===== config.mk =====
export PLATFORM = sky130hd
export DESIGN_NAME = rgtc_top
export DESIGN_NICKNAME = d
export VERILOG_FILES = /design/src/rgtc_pkg.sv /design/src/rgtc_top.sv
export VERILOG_INCLUDE_DIRS = /design/src /design/src/src
export SDC_FILE = /design/constraint.sdc
export NUM_CORES = 1
export LEC_CHECK = 0
export BUFFER_PORTS_ARGS = -buffer_cell sky130_fd_sc_hd__buf_2
export CAP_MARGIN = 20
export CORE_MARGIN = 2
export CORE_UTILIZATION = 40
export DETAILED_ROUTE_END_ITERATION = 10
export PLACE_DENSITY = 0.68
export SLEW_MARGIN = 10
export SYNTH_ARGS = -nofsm -noshare
export SYNTH_HDL_FRONTEND = slang
export SYNTH_SLANG_ARGS = --single-unit

===== constraint.sdc =====
create_clock -name mclk -period 4.5 [get_ports mclk]
set_input_delay 0.675 -clock mclk [delete_from_list [all_inputs] [get_ports mclk]]
set_output_delay 0.675 -clock mclk [all_outputs]
set_load 0.02 [all_outputs]

===== src/rgtc_params.svh =====
/*
 * Offsets, field positions, reset values and timing counts of the
 * receive gain and timing control block.
 * Assumes byte addressing on a 32-bit Avalon-MM slave port.
 */
`ifndef RGTC_PARAMS_SVH
`define RGTC_PARAMS_SVH

// ------------------------------------------------------------
// Register byte offsets
// ------------------------------------------------------------
`define RGTC_GAIN_CFG_OFS 6'h00
`define RGTC_UPPER_OFS 6'h04
`define RGTC_FLOOR_OFS 6'h08
`define RGTC_TREC_OFS 6'h0c
`define RGTC_SSTH_OFS 6'h10
`define RGTC_CHBW_OFS 6'h14
`define RGTC_IFOFS_OFS 6'h18
`define RGTC_SYMPER_OFS 6'h1c
`define RGTC_STATUS_OFS 6'h20

// ------------------------------------------------------------
// Field positions
// ------------------------------------------------------------
`define RGTC_F_EN 0
`define RGTC_F_FREEZE 1
`define RGTC_F_MEAS 8
`define RGTC_F_HOLD 16
`define RGTC_F_LOW0 16
`define RGTC_F_LOW1 20
`define RGTC_F_ORDER 0
`define RGTC_F_PFILT 1
`define RGTC_F_PFAST 4
`define RGTC_F_PSLOW 8
`define RGTC_F_IFAST 12
`define RGTC_F_ISLOW 16
`define RGTC_F_BWEXP 4
`define RGTC_F_IFDIG 8

// ------------------------------------------------------------
// Writable bit masks
// ------------------------------------------------------------
`define RGTC_GAIN_CFG_MSK 32'h003f_0f03
`define RGTC_UPPER_MSK 32'h0000_000f
`define RGTC_FLOOR_MSK 32'h00ff_01ff
`define RGTC_TREC_MSK 32'h0007_7773
`define RGTC_SSTH_MSK 32'h0000_00ff
`define RGTC_IFOFS_MSK 32'h0000_ffff
`define RGTC_SYMPER_MSK 32'h0000_ffff

// ------------------------------------------------------------
// Reset values
// ------------------------------------------------------------
`define RGTC_GAIN_CFG_RST 32'h000c_0200
`define RGTC_UPPER_RST 32'h0000_0005
`define RGTC_FLOOR_RST 32'h0045_0010
`define RGTC_TREC_RST 32'h0003_3110
`define RGTC_SSTH_RST 32'h0000_0040
`define RGTC_CHBW_RST 32'h0000_0000
`define RGTC_IFOFS_RST 32'h0000_2a2a
`define RGTC_SYMPER_RST 32'h0000_0040

// ------------------------------------------------------------
// Gain and timing constants
// ------------------------------------------------------------
`define RGTC_AGC_UNIT_CYC 12
`define RGTC_STEP_DB 6
`define RGTC_MAX_STEP 4'h8
`define RGTC_MAX_MANT 4'h8
`define RGTC_MAX_EXP 4'h9
`define RGTC_FREQ_SHIFT 4'h4

`endif


===== src/rgtc_pkg.sv =====
/*
 * Types of the receive gain and timing control block.
 * Assumes rgtc_params.svh supplies all numeric constants.
 */
package rgtc_pkg;

   // Gain loop states
   typedef enum logic [1:0] {
      RGTC_MON = 2'b00,
      RGTC_MEAS = 2'b01,
      RGTC_HOLD = 2'b10
   } rgtc_agc_state_t;

   // Gain loop configuration
   typedef struct packed {
      logic [5:0] hold;
      logic [3:0] meas;
      logic freeze;
      logic en;
   } rgtc_agc_cfg_t;

   // Timing loop configuration
   typedef struct packed {
      logic [2:0] islow;
      logic [2:0] ifast;
      logic [2:0] pslow;
      logic [2:0] pfast;
      logic pfilt;
      logic order;
   } rgtc_tmr_cfg_t;

endpackage : rgtc_pkg


===== src/rgtc_top.sv =====
/*
 * Receive gain control, symbol timing recovery, channel filter
 * word and IF offset registers behind an Avalon-MM slave.
 * Assumes amplitude, sync, edge and signal strength inputs come
 * from datapath logic on mclk, so none is synchronised here.
 */
`timescale 1ns/1ns
`default_nettype none
`include "rgtc_params.svh"

module rgtc_top
   import rgtc_pkg::*;
(
   input wire logic mclk,
   input wire logic nrst,
   input wire logic [5:0] address,
   input wire logic read,
   input wire logic write,
   input wire logic [31:0] writedata,
   input wire logic [3:0] byteenable,
   output logic [31:0] readdata,
   output logic waitrequest,
   input wire logic [3:0] peak_amp,
   input wire logic peak_valid,
   input wire logic sync_found,
   input wire logic rx_start,
   input wire logic [7:0] signal_strength,
   input wire logic rx_edge,
   output logic [3:0] atten_step,
   output logic [5:0] atten_db,
   output logic post_filter_long,
   output logic [3:0] chan_bw_mant,
   output logic [3:0] chan_bw_exp,
   output logic [7:0] analog_if_offset,
   output logic [7:0] digital_if_offset,
   output logic symbol_strobe,
   output logic timing_active
);

   // ---------------------------------------------------------
   // Helpers
   // ---------------------------------------------------------

   // Byte lane merge for partial writes
   function automatic logic [31:0] be_merge(
      input logic [31:0] old_w,
      input logic [31:0] new_w,
      input logic [3:0] be,
      input logic [31:0] msk
   );
      logic [31:0] r;
      r = old_w;
      for (int i = 0; i < 4; i++) begin
         if (be[i]) begin
            r[i*8 +: 8] = new_w[i*8 +: 8];
         end
      end
      return r & msk;
   endfunction : be_merge

   // Step count to attenuation in dB
   function automatic logic [5:0] step_db(input logic [3:0] s);
      return 6'(s * `RGTC_STEP_DB);
   endfunction : step_db

   // ---------------------------------------------------------
   // Register storage and bus slave
   // ---------------------------------------------------------
   logic [31:0] r_gain;
   logic [31:0] r_upper;
   logic [31:0] r_floor;
   logic [31:0] r_trec;
   logic [31:0] r_ssth;
   logic [31:0] r_chbw;
   logic [31:0] r_ifofs;
   logic [31:0] r_symper;
   logic [31:0] rd_word;
   logic [31:0] bw_word;
   logic wr_go;
   logic frozen;
   logic synced;
   rgtc_agc_state_t agc_state;
   rgtc_agc_cfg_t acfg;
   rgtc_tmr_cfg_t tcfg;

   // Write lands on the edge where waitrequest is seen low
   assign wr_go = write && !waitrequest;

   // One wait cycle, then the answer for one cycle
   always_ff @(posedge mclk or negedge nrst) begin
      if (!nrst) begin
         waitrequest <= 1'b1;
         readdata <= 32'h0000_0000;
      end else if ((read || write) && waitrequest) begin
         waitrequest <= 1'b0;
         if (read) begin
            readdata <= rd_word;
         end
      end else begin
         waitrequest <= 1'b1;
      end
   end

   // Read decode; unmapped words read zero
   always_comb begin
      unique case (address)
         `RGTC_GAIN_CFG_OFS: rd_word = r_gain;
         `RGTC_UPPER_OFS: rd_word = r_upper;
         `RGTC_FLOOR_OFS: rd_word = r_floor;
         `RGTC_TREC_OFS: rd_word = r_trec;
         `RGTC_SSTH_OFS: rd_word = r_ssth;
         `RGTC_CHBW_OFS: rd_word = r_chbw;
         `RGTC_IFOFS_OFS: rd_word = r_ifofs;
         `RGTC_SYMPER_OFS: rd_word = r_symper;
         `RGTC_STATUS_OFS: rd_word = {17'h0_0000, frozen, synced,
            timing_active, agc_state, atten_db, atten_step};
         default: rd_word = 32'h0000_0000;
      endcase
   end

   // Bandwidth word clamped into the table so a bad code never runs
   always_comb begin
      bw_word = be_merge(r_chbw, writedata, byteenable, 32'h0000_00ff);
      if (bw_word[3:0] > `RGTC_MAX_MANT) begin
         bw_word[3:0] = `RGTC_MAX_MANT;
      end
      if (bw_word[7:4] > `RGTC_MAX_EXP) begin
         bw_word[7:4] = `RGTC_MAX_EXP;
      end
   end

   // Configuration registers
   always_ff @(posedge mclk or negedge nrst) begin
      if (!nrst) begin
         r_gain <= `RGTC_GAIN_CFG_RST;
         r_upper <= `RGTC_UPPER_RST;
         r_floor <= `RGTC_FLOOR_RST;
         r_trec <= `RGTC_TREC_RST;
         r_ssth <= `RGTC_SSTH_RST;
         r_chbw <= `RGTC_CHBW_RST;
         r_ifofs <= `RGTC_IFOFS_RST;
         r_symper <= `RGTC_SYMPER_RST;
      end else if (wr_go) begin
         unique case (address)
            `RGTC_GAIN_CFG_OFS: r_gain <= be_merge(r_gain, writedata,
               byteenable, `RGTC_GAIN_CFG_MSK);
            `RGTC_UPPER_OFS: r_upper <= be_merge(r_upper, writedata,
               byteenable, `RGTC_UPPER_MSK);
            `RGTC_FLOOR_OFS: r_floor <= be_merge(r_floor, writedata,
               byteenable, `RGTC_FLOOR_MSK);
            `RGTC_TREC_OFS: r_trec <= be_merge(r_trec, writedata,
               byteenable, `RGTC_TREC_MSK);
            `RGTC_SSTH_OFS: r_ssth <= be_merge(r_ssth, writedata,
               byteenable, `RGTC_SSTH_MSK);
            `RGTC_CHBW_OFS: r_chbw <= bw_word;
            `RGTC_IFOFS_OFS: r_ifofs <= be_merge(r_ifofs, writedata,
               byteenable, `RGTC_IFOFS_MSK);
            `RGTC_SYMPER_OFS: r_symper <= be_merge(r_symper, writedata,
               byteenable, `RGTC_SYMPER_MSK);
            default: ;
         endcase
      end
   end

   // ---------------------------------------------------------
   // Static outputs to the analog chain and datapath
   // ---------------------------------------------------------
   // Table values scale with mclk over 26 MHz; nothing to compute
   assign chan_bw_mant = r_chbw[3:0];
   assign chan_bw_exp = r_chbw[`RGTC_F_BWEXP +: 4];
   assign analog_if_offset = r_ifofs[7:0];
   assign digital_if_offset = r_ifofs[`RGTC_F_IFDIG +: 8];
   assign post_filter_long = r_trec[`RGTC_F_PFILT];

   assign acfg = '{hold: r_gain[`RGTC_F_HOLD +: 6],
                   meas: r_gain[`RGTC_F_MEAS +: 4],
                   freeze: r_gain[`RGTC_F_FREEZE],
                   en: r_gain[`RGTC_F_EN]};
   // Fields sit on nibble boundaries, so a plain cast would misalign them
   assign tcfg = '{islow: r_trec[`RGTC_F_ISLOW +: 3], ifast: r_trec[`RGTC_F_IFAST +: 3],
                   pslow: r_trec[`RGTC_F_PSLOW +: 3], pfast: r_trec[`RGTC_F_PFAST +: 3],
                   pfilt: r_trec[`RGTC_F_PFILT], order: r_trec[`RGTC_F_ORDER]};

   // ---------------------------------------------------------
   // Gain controller
   // ---------------------------------------------------------
   logic [3:0] high_thr;
   logic [3:0] low_thr;
   logic [18:0] meas_cyc;
   logic [18:0] hold_cyc;
   logic [18:0] agc_cnt;

   // Floor picked by the bit belonging to the current step
   assign low_thr = r_floor[atten_step] ? r_floor[`RGTC_F_LOW1 +: 4]
                                        : r_floor[`RGTC_F_LOW0 +: 4];
   assign high_thr = r_upper[3:0];
   assign meas_cyc = 19'(`RGTC_AGC_UNIT_CYC) << acfg.meas;
   assign hold_cyc = 19'(`RGTC_AGC_UNIT_CYC * acfg.hold);

   // Freeze latch; a sync in the clearing cycle still freezes
   always_ff @(posedge mclk or negedge nrst) begin
      if (!nrst) begin
         frozen <= 1'b0;
      end else if (sync_found && acfg.freeze && acfg.en) begin
         frozen <= 1'b1;
      end else if (rx_start || !acfg.freeze) begin
         frozen <= 1'b0;
      end
   end

   // Step loop: up per hold, down after a full quiet measure
   always_ff @(posedge mclk or negedge nrst) begin
      if (!nrst) begin
         agc_state <= RGTC_MON;
         agc_cnt <= 19'h0_0000;
         atten_step <= 4'h0;
         atten_db <= 6'h00;
      end else if (!acfg.en) begin
         agc_state <= RGTC_MON;
         agc_cnt <= 19'h0_0000;
      end else begin
         unique case (agc_state)
            RGTC_MON: begin
               if (!frozen && peak_valid) begin
                  if (peak_amp > high_thr) begin
                     if (atten_step < `RGTC_MAX_STEP) begin
                        atten_step <= atten_step + 4'h1;
                        atten_db <= step_db(atten_step + 4'h1);
                     end
                     agc_state <= RGTC_HOLD;
                     agc_cnt <= hold_cyc;
                  end else if (peak_amp < low_thr) begin
                     agc_state <= RGTC_MEAS;
                     agc_cnt <= meas_cyc;
                  end
                  // In band: no change, keep watching
               end
            end
            RGTC_MEAS: begin
               // Any sample at or above the floor restarts the watch
               if (frozen || (peak_valid && peak_amp >= low_thr)) begin
                  agc_state <= RGTC_MON;
               end else if (agc_cnt <= 19'h0_0001) begin
                  if (atten_step != 4'h0) begin
                     atten_step <= atten_step - 4'h1;
                     atten_db <= step_db(atten_step - 4'h1);
                  end
                  agc_state <= RGTC_HOLD;
                  agc_cnt <= hold_cyc;
               end else begin
                  agc_cnt <= agc_cnt - 19'h0_0001;
               end
            end
            RGTC_HOLD: begin
               // Zero hold still waits one cycle
               if (agc_cnt <= 19'h0_0001) begin
                  agc_state <= RGTC_MON;
               end else begin
                  agc_cnt <= agc_cnt - 19'h0_0001;
               end
            end
            default: agc_state <= RGTC_MON;
         endcase
      end
   end

   // ---------------------------------------------------------
   // Symbol timing recovery
   // ---------------------------------------------------------
   logic [15:0] phase;
   logic signed [17:0] freq_corr;
   logic signed [17:0] phase_err;
   logic signed [17:0] per_eff;
   logic signed [17:0] ph_adj;
   logic [2:0] kp;
   logic [3:0] ki_sh;

   // Sync latch selects gain set; a sync wins over a restart
   always_ff @(posedge mclk or negedge nrst) begin
      if (!nrst) begin
         synced <= 1'b0;
      end else if (sync_found) begin
         synced <= 1'b1;
      end else if (rx_start) begin
         synced <= 1'b0;
      end
   end

   // Loop runs once the signal is strong enough
   always_ff @(posedge mclk or negedge nrst) begin
      if (!nrst) begin
         timing_active <= 1'b0;
      end else begin
         timing_active <= (signal_strength > r_ssth[7:0]) ||
                          (timing_active && !rx_start);
      end
   end

   assign kp = synced ? tcfg.pslow : tcfg.pfast;
   assign ki_sh = (synced ? {1'b0, tcfg.islow} : {1'b0, tcfg.ifast})
                  + `RGTC_FREQ_SHIFT;
   // Error against mid-symbol, where an edge should fall
   assign phase_err = $signed({2'b00, phase}) -
                      $signed({3'b000, r_symper[15:1]});
   assign per_eff = $signed({2'b00, r_symper[15:0]}) + freq_corr;
   // Smaller gain code shifts less, so corrects faster
   assign ph_adj = $signed({2'b00, phase}) - (phase_err >>> kp);

   // Local bit-timing generator with delay and frequency trim
   always_ff @(posedge mclk or negedge nrst) begin
      if (!nrst) begin
         phase <= 16'h0000;
         freq_corr <= 18'sh0_0000;
         symbol_strobe <= 1'b0;
      end else if (!timing_active) begin
         phase <= 16'h0000;
         freq_corr <= 18'sh0_0000;
         symbol_strobe <= 1'b0;
      end else begin
         symbol_strobe <= 1'b0;
         if (rx_edge) begin
            phase <= ph_adj[17] ? 16'h0000 : ph_adj[15:0];
            if (tcfg.order) begin
               freq_corr <= freq_corr + (phase_err >>> ki_sh);
            end else begin
               freq_corr <= 18'sh0_0000;
            end
         end else if ($signed({2'b00, phase}) + 18'sh0_0001 >= per_eff) begin
            phase <= 16'h0000;
            symbol_strobe <= 1'b1;
         end else begin
            phase <= phase + 16'h0001;
         end
      end
   end

   // ---------------------------------------------------------
   // Checks
   // ---------------------------------------------------------
   step_ceiling_a: assert property (@(posedge mclk) disable iff (!nrst)
      atten_step <= `RGTC_MAX_STEP && atten_db == step_db(atten_step))
      else $error("attenuation step out of range");

   raise_step_a: assert property (@(posedge mclk) disable iff (!nrst)
      (acfg.en && agc_state == RGTC_MON && !frozen && peak_valid &&
       peak_amp > high_thr && atten_step < `RGTC_MAX_STEP)
      |=> atten_step == $past(atten_step) + 4'h1 && agc_state == RGTC_HOLD)
      else $error("high amplitude did not raise attenuation");

   lower_only_a: assert property (@(posedge mclk) disable iff (!nrst)
      (atten_step < $past(atten_step)) |-> $past(agc_state) == RGTC_MEAS)
      else $error("attenuation fell outside a measure end");

   meas_load_a: assert property (@(posedge mclk) disable iff (!nrst)
      (agc_state == RGTC_MEAS && $past(agc_state) == RGTC_MON)
      |-> agc_cnt == 19'(12) << $past(acfg.meas))
      else $error("measure interval length wrong");

   hold_load_a: assert property (@(posedge mclk) disable iff (!nrst)
      (agc_state == RGTC_HOLD && $past(agc_state) != RGTC_HOLD)
      |-> agc_cnt == 19'(12 * $past(acfg.hold)))
      else $error("hold interval length wrong");

   freeze_hold_a: assert property (@(posedge mclk) disable iff (!nrst)
      (frozen && agc_state == RGTC_MON) |=> $stable(atten_step))
      else $error("attenuation moved while frozen");

   band_still_a: assert property (@(posedge mclk) disable iff (!nrst)
      (agc_state == RGTC_MON && peak_valid && peak_amp <= high_thr &&
       peak_amp >= low_thr) |=> $stable(atten_step) && agc_state == RGTC_MON)
      else $error("in-band amplitude changed attenuation");

   delay_only_a: assert property (@(posedge mclk) disable iff (!nrst)
      (timing_active && !tcfg.order && rx_edge) |=> freq_corr == 18'sh0_0000)
      else $error("first order loop touched frequency");

   start_gate_a: assert property (@(posedge mclk) disable iff (!nrst)
      !timing_active |=> phase == 16'h0000 && !symbol_strobe)
      else $error("timing ran below strength threshold");

   bw_range_a: assert property (@(posedge mclk) disable iff (!nrst)
      chan_bw_mant <= `RGTC_MAX_MANT && chan_bw_exp <= `RGTC_MAX_EXP)
      else $error("bandwidth code outside table");

   bus_ack_a: assert property (@(posedge mclk) disable iff (!nrst)
      (read || write) && waitrequest |=> !waitrequest ##1 waitrequest)
      else $error("bus answer not one cycle after request");

endmodule : rgtc_top
`default_nettype wire


==> reports/metrics.csv, run 1 <==
stage,metric,value,unit
outcome,status,finished with violations,
outcome,violated checks,setup timing,
floorplanning,initial core utilization,40.4,%
logic_synthesis,largest area contributor in the netlist,dfrtp_1,
final_layout,share of cells above drive strength 1,29.5,%
power,Peak supply drop,0.253,mV
routing,antenna-violating nets left,0,
worst_setup_path,R2R Path Start,phase[0]$_DFF_PN0_,
job,Max-Cap Viols,0,
power,sequential power share,20.4,%
timing,period utilization,110,%
clocking,clock latency on the worst-skew pair,0.46,ns
routing,wire per inst,19.5,µm
grt,first-pass GRT wire length,72.3,mm
final_layout,Area Overhead vs Synth,22.8,%
logic_synthesis,Post-Syn Area,14700,µm²
placed_design,gpl congestion,0.938,
worst_setup_path,CP cell instances,inv_2 > ha_4 > inv_2 > fa_2 > a211oi_4 > o21a_1 > o31a_1 > xnor2_1 > o21ai_0 > a21oi_1 > o21ai_1 > ha_1 > o21ai_0 > a31oi_1 > o41ai_1 > buf_4 > o211ai_1 > o211ai_1 > a211oi_2 > o311ai_4 > buf_12 > o22ai_1,
worst_setup_path,critical path startpoint category,flop,
timing,final hold violation count,0,
placed_design,dpl cells,2281,
worst_setup_path,slowest CP cell,fa_2,
floorplanning,Site Rows,70,
logic_synthesis,fraction of registers with async set or reset after synthesis,100,%
grt,GRT Util Overall,23.9,%
placed_design,PortBufs,113,
timing,count of final max-slew check failures,0,
grt,vias in the first global route,13281,
timing,clock skew,0.0118,ns
power,Sw Share,42.4,%
power,Pint,5.57,mW
floorplanning,Core Area,36300,µm²
power,total net switching power,4.10,mW
timing,Tmin final,4.93,ns
power,Clock Power Share,16.1,%
worst_setup_path,CP peak stage delay,0.43,ns
routing,final WL,45.7,mm
worst_setup_path,Critical Path AT,5.26,ns
clocking,Clock Path Buffers,2,
clocking,Root Driver,clkbuf_16,
timing,Slew @ Worst Pin,0.947,ns
final_layout,Fill cells,3327,
timing,Fmax,203,MHz
clocking,CTS tree,done,
logic_synthesis,Most used DFF post-synth,dfrtp_1,
final_layout,"commonest non-fill, non-tap cell in the layout",buf_4,
routing,via count,13655,
worst_setup_path,CP Capture Type,flop,
floorplanning,Die Y,196,µm
placed_design,detailed placement HPWL,35.1,mm
grt,pin count of the biggest net entering global routing,108,
logic_synthesis,synth top area cells,"dfrtp_1, ha_1, mux2_2",
logic_synthesis,register area share after synthesis,32.1,%
min_path,Hold Path Class,input pin to asynchronous set/reset pin,
clocking,H-tree depth,4,
final_layout,final-stage net count,2042,
logic_synthesis,Post-Synthesis Cells,1606,
final_layout,most frequent cells in the layout,"buf_4, dfrtp_1, nand2_1, ha_1, buf_2",
floorplanning,DIE AREA,38300,µm²
logic_synthesis,number of synthesized flops with an enable pin,0,
power,LEAKAGE,8.65,nW
final_layout,fin cells,2336,
worst_setup_path,CP required,4.83,ns
clocking,Clock Sink Count,187,
timing,Final setup viols,24,
timing,RSZ-0062 raised after global routing,yes,
routing,DRC,0,
grt,initial antenna violation count,1,
clocking,clk slew on worst S/H paths,0.08,ns
worst_setup_path,CP Class,flop to flop,
timing,Slew headroom,36.9,%
timing,Setup WS post-layout,-0.430,ns
power,Pwr Density,536,nW/µm²
logic_synthesis,Syn. warnings,0,
timing,Setup TNS,-7.70,ns
routing,drt pass-1 iters,7,
grt,grt ovf,0,
routing,Starting DRT DRC Count,1203,
logic_synthesis,distinct cell type count after synthesis,90,
power,Gate power share,63.5,%
worst_setup_path,CP startpoint,phase[0]$_DFF_PN0_,
logic_synthesis,synthesized area per cell,9.14,µm²
floorplanning,die width,196,µm
logic_synthesis,Synth Register Bits,187,
floorplanning,I/O Pins,132,
worst_setup_path,Critical Path Fanout Max,15,
logic_synthesis,top cell type's share of synthesized area,27.8,%
routing,vias per inst,5.85,
clocking,CTS Buf Count,17,
## registers in the layout, summed over array words and instances (netlist names)
signal,flops
atten_step,4
frozen,1
r_ssth,8
r_trec,14
symbol_strobe,1
freq_corr,18
agc_state,2
r_symper,16
r_chbw,8
timing_active,1
phase,16
synced,1
r_gain,12
atten_db,4
agc_cnt,19
r_ifofs,16
r_upper,4
waitrequest,1
readdata,24
r_floor,17
## cells in the mapped netlist (all sizes together), types with 6 or more instances
cell type and number:
a211oi 20, nand2 135, nor2b 16, ha 120, a22oi 15, mux2i 51
and3 17, nor3 24, o221ai 6, a21o 34, xnor2 47, o21a 11
mux2 112, nor4 6, o211ai 19, a221oi 9, nor2 85, clkbuf 47
fa 6, xor2 39, o311ai 6, buf 25, dfstp 24, and2 14
a31oi 24, o31ai 7, nand2b 21, or3 10, o21ai 126, o22ai 17
a22o 10, o2bb2ai 7, dfrtp 163, a21oi 116, nand3 32, inv 89
nand4 15
## power groups by stage
| stage | Clock (mW) | Combinational, mW | Sequential, mW |
|---|---|---|---|
| floorplan | 0 | 3.27 | 2.01 |
| global placement | 0 | 5.18 | 2.00 |
| detailed placement | 0 | 5.28 | 2.00 |
| CTS | 1.57 | 5.54 | 1.97 |
| global route | 1.64 | 6.71 | 1.99 |
| finish | 1.56 | 6.14 | 1.97 |
## area by class of cell
type	instances	area (µm²)	share of cell area [%]
diodes	1	2.50	0.0139
repair buffers	293	1980	11.0
clock inverters	13	161	0.895
multi-input cells	1266	9840	54.5
well taps	468	586	3.25
clock buffers	19	433	2.40
flip-flops and latches	187	4710	26.1
inverters	89	337	1.87
## cell families (layout without fill, tap and decap cells)
family / count (synthesis) / in the layout / synth area share [%]
XOR/XNOR: 86 / 86 / 5.13
buffers and inverters: 161 / 414 / 4.53
other: 1 / 10 / 0.0255
AND/OR/NAND/NOR: 400 / 400 / 13.3
multiplexers: 167 / 167 / 12.8
adder cells (fa/ha/maj): 126 / 126 / 11.0
AO/OA/AOI/OAI: 478 / 478 / 21.1
flip-flops: 187 / 187 / 32.1
## per-stage QoR
stage                     total power, mW  worst slack (ns)  hold WS (ns)  util (%)  area, µm²
after floorplan                      5.27           0.00940         0.379         -      14800
after detailed placement             7.28            -0.470         0.466      46.3      16800
final                                9.67            -0.430         0.300      49.6      18000
after global placement               7.18            -0.376         0.457      46.3      16800
after CTS                            9.09            -0.313         0.359      48.6      17700
after global routing                 10.3            -0.617         0.390      49.6      18000
## worst max-delay path: cells and delay by family (launching register included)
kind                       cells  cell delay [ns]
xor gates and xnor gates       1             0.23
AOI/OAI and AO/OA             14             2.76
adders and majority gates      3             0.89
buffers and inverters          4             0.52
DFF                            1             0.40
## path summary, 6_finish.rpt
kind                                      endpoint  slack, ns  depth (start not counted)
setup / recovery                phase[9]$_DFF_PN0_      -0.43                         22
hold / removal              agc_cnt[1]$_DFFE_PN0P_       0.30                          1
setup reg to reg                phase[9]$_DFF_PN0_      -0.43                         22
hold reg to reg            readdata[9]$_DFFE_PN0P_       0.47                          2
max in group asynchronous  r_ifofs[11]$_DFFE_PN1P_       3.23                          2
min in group mclk            waitrequest$_DFF_PN1_       0.37                          2
## timing repair
action	4_1_cts	5_1_grt
buffers inserted	8	19
hold buffers	0	0
cloned	0	0
endpoints found under the setup margin	25	27
resized for setup	40	63
pin swaps	27	36
## layer usage
metal | wire length, µm | global-route usage [%]
met5 | 11 | 0
met4 | 1530 | 8.76
met3 | 2840 | 3.01
met2 | 21400 | 39.6
met1 | 19900 | 32.1
(Power assumes the default switching activity.)
==> run 2, diff against run 1 <==
--- a/config.mk
+++ b/config.mk
@@ -12,6 +12,7 @@
 export CORE_UTILIZATION = 40
 export DETAILED_ROUTE_END_ITERATION = 10
 export PLACE_DENSITY = 0.68
+export SKIP_CTS_REPAIR_TIMING = 1
 export SLEW_MARGIN = 10
 export SYNTH_ARGS = -nofsm -noshare
 export SYNTH_HDL_FRONTEND = slang
==> run 2 against run 1 <==
- the flow still finishes with violations (setup timing)
- sequential share of layout area is 0.21 points higher
- clock skew is essentially flat
- via count down 0.23%
- design area decreased by 0.78%
- register-to-register slack worse by 0.05 ns
- die area did not move
- sequential cell count unchanged
- highest routed layer unchanged
==> reports/metrics.csv, run 2 (same netlist as run 1, synthesis figures left out) <==
stage,metric,value,unit,change
power,Pint,5.44,mW,-2.5%
timing,Final setup viols,25,,+4.2%
timing,Setup TNS,-8.74,ns,-1.03 ns
worst_setup_path,slowest CP cell,a2111oi_4,,
routing,via count,13624,,-0.23%
routing,drt pass-1 iters,7,,unchanged
routing,wire per inst,19.5,µm,-0.39%
worst_setup_path,CP peak stage delay,0.42,ns,about the same
timing,Slew @ Worst Pin,0.950,ns,+0.00346 ns
routing,final WL,45.4,mm,-0.69%
grt,vias in the first global route,13237,,-0.33%
timing,Fmax,201,MHz,-0.92%
grt,initial antenna violation count,1,,unchanged
final_layout,share of cells above drive strength 1,28.7,%,-0.76 points
timing,count of final max-slew check failures,0,,unchanged
worst_setup_path,critical path startpoint category,flop,,
final_layout,fin cells,2329,,-0.30%
timing,Slew headroom,36.6,%,-0.23 points
clocking,H-tree depth,4,,unchanged
power,sequential power share,20.9,%,+0.5 points
outcome,status,finished with violations,,
grt,pin count of the biggest net entering global routing,108,,unchanged
power,Pwr Density,527,nW/µm²,-1.7%
worst_setup_path,slack of the worst reg-to-reg path,-0.48,ns,-0.05 ns
final_layout,"commonest non-fill, non-tap cell in the layout",buf_4,,
worst_setup_path,CP required,4.83,ns,about the same
floorplanning,Die Y,196,µm,unchanged
floorplanning,DIE AREA,38300,µm²,unchanged
final_layout,most frequent cells in the layout,"buf_4, dfrtp_1, nand2_1, ha_1, buf_2",,
clocking,CTS Buf Count,17,,unchanged
final_layout,Area Overhead vs Synth,21.9,%,
worst_setup_path,CP cell instances,inv_2 > ha_4 > inv_2 > fa_2 > a211oi_4 > o21a_1 > o211ai_2 > buf_6 > a2111oi_4 > nor3_4 > mux2_4 > mux2i_1 > mux2i_1 > ha_1 > a21oi_2 > nand2b_4 > o22a_1 > o211ai_1 > o211ai_1 > a211oi_2 > o311ai_4 > clkbuf_16 > o32ai_2,,
floorplanning,Site Rows,70,,unchanged
worst_setup_path,R2R Path Start,phase[0]$_DFF_PN0_,,
worst_setup_path,Critical Path AT,5.30,ns,+0.04 ns
power,Clock Power Share,16.5,%,+0.4 points
final_layout,area taken by multi-input logic gates,9740,µm²,-0.98%
worst_setup_path,Crit Reg-Reg Endpoint,phase[3]$_DFF_PN0_,,
timing,period utilization,111,%,+1.0 points
final_layout,Fill cells,3323,,-0.12%
clocking,clock latency on the worst-skew pair,0.46,ns,about the same
placed_design,gpl congestion,0.938,,unchanged
worst_setup_path,r2r worst-path depth,23,,+4.5%
placed_design,dpl cells,2281,,unchanged
final_layout,Largest Register,readdata,,
power,total net switching power,4.00,mW,-2.5%
timing,clock skew,0.0119,ns,+0.000131 ns
timing,Setup WS post-layout,-0.475,ns,-0.0457 ns
worst_setup_path,CP Class,flop to flop,,
worst_setup_path,CP Capture Type,flop,,
final_layout,max FFs per register,24,,unchanged
floorplanning,die width,196,µm,unchanged
grt,first-pass GRT wire length,71.9,mm,-0.44%
floorplanning,Core Area,36300,µm²,unchanged
placed_design,pre-CTS WS,-0.470,ns,unchanged
power,LEAKAGE,8.62,nW,-0.41%
routing,antenna-violating nets left,0,,unchanged
worst_setup_path,Critical Path Fanout Max,7,,-8
outcome,violated checks,setup timing,,
placed_design,PortBufs,113,,unchanged
power,Gate power share,62.6,%,-0.9 points
timing,final hold violation count,0,,unchanged
routing,DRC,0,,unchanged
grt,grt ovf,0,,unchanged
clocking,Root Driver,clkbuf_16,,
clocking,Clock Sink Count,187,,unchanged
routing,Starting DRT DRC Count,1122,,-6.7%
clocking,clk slew on worst S/H paths,0.08,ns,about the same
final_layout,# diodes,0,,-1
final_layout,final-stage net count,2036,,-0.29%
timing,Tmin final,4.98,ns,+0.0457 ns
clocking,CTS tree,done,,
clocking,Clock Path Buffers,2,,unchanged
final_layout,storage element area,4710,µm²,unchanged
job,Max-Cap Viols,0,,unchanged
final_layout,largest registers,"readdata (24), agc_cnt (19), freq_corr (18)",,
routing,vias per inst,5.85,,about the same
timing,RSZ-0062 raised after global routing,yes,,
floorplanning,initial core utilization,40.4,%,unchanged
placed_design,detailed placement HPWL,35.1,mm,unchanged
floorplanning,I/O Pins,132,,unchanged
min_path,Hold Path Class,input pin to asynchronous set/reset pin,,
grt,GRT Util Overall,23.8,%,-0.078 points
power,Sw Share,42.4,%,about the same
power,Peak supply drop,0.262,mV,+3.6%
[run 2: worst max-delay path by stage]
stage                                       start                        end  slack [ns]  cells past startpoint
after CTS                      phase[0]$_DFF_PN0_         phase[4]$_DFF_PN0_       -0.52                     22
final                          phase[0]$_DFF_PN0_         phase[3]$_DFF_PN0_       -0.48                     23
after floorplan           r_symper[6]$_DFFE_PN1P_  freq_corr[10]$_DFFE_PN0P_       0.009                     18
after global routing           phase[0]$_DFF_PN0_         phase[3]$_DFF_PN0_       -0.68                     23
after detailed placement       phase[0]$_DFF_PN0_         phase[4]$_DFF_PN0_       -0.47                     22
after global placement         phase[0]$_DFF_PN0_         phase[4]$_DFF_PN0_       -0.38                     23
[run 2: layout make-up]
type / count / share of cell area, %
Tap cell: 468 / 3.27
Inverter: 89 / 1.88
Sequential cell: 187 / 26.3
Clock inverter: 13 / 0.902
Multi-Input combinational cell: 1266 / 54.4
Timing Repair Buffer: 287 / 10.8
Clock buffer: 19 / 2.42
[run 2: through the flow]
step | area [µm²] | utilization (%) | hold WS [ns] | total power, mW
finish | 17900 | 49.2 | 0.295 | 9.43
CTS | 17400 | 48.0 | 0.359 | 8.86
global route | 17900 | 49.2 | 0.390 | 10.1
detailed placement | 16800 | 46.3 | 0.466 | 7.28
global placement | 16800 | 46.3 | 0.457 | 7.18
floorplan | 14800 | - | 0.379 | 5.27
[run 2: power by group through the flow]
stage          registers, mW  clock network [mW]  logic (mW)
2_1_floorplan           2.01                   0        3.27
3_3_place_gp            2.00                   0        5.18
3_5_place_dp            2.00                   0        5.28
4_1_cts                 1.97                1.57        5.32
5_1_grt                 1.99                1.64        6.47
6_report                1.97                1.55        5.91
[run 2: critical path: cells and delay by family (launching register included)]
kind	cells	cell delay [ns]
AO/OA/AOI/OAI	11	2.27
flip-flops	1	0.40
multiplexers	3	0.55
AND/OR/NAND/NOR	2	0.23
adder cells (fa/ha/maj)	3	0.86
buffers and inverters	4	0.52
[run 2: routing by layer]
metal	vias up	GRT usage [%]	share of wire [%]
met5	-	0	0.024
li1	6379	-	-
met2	511	39.7	47
met3	83	3.01	6.4
met4	2	8.11	2.8
met1	6649	32.0	44
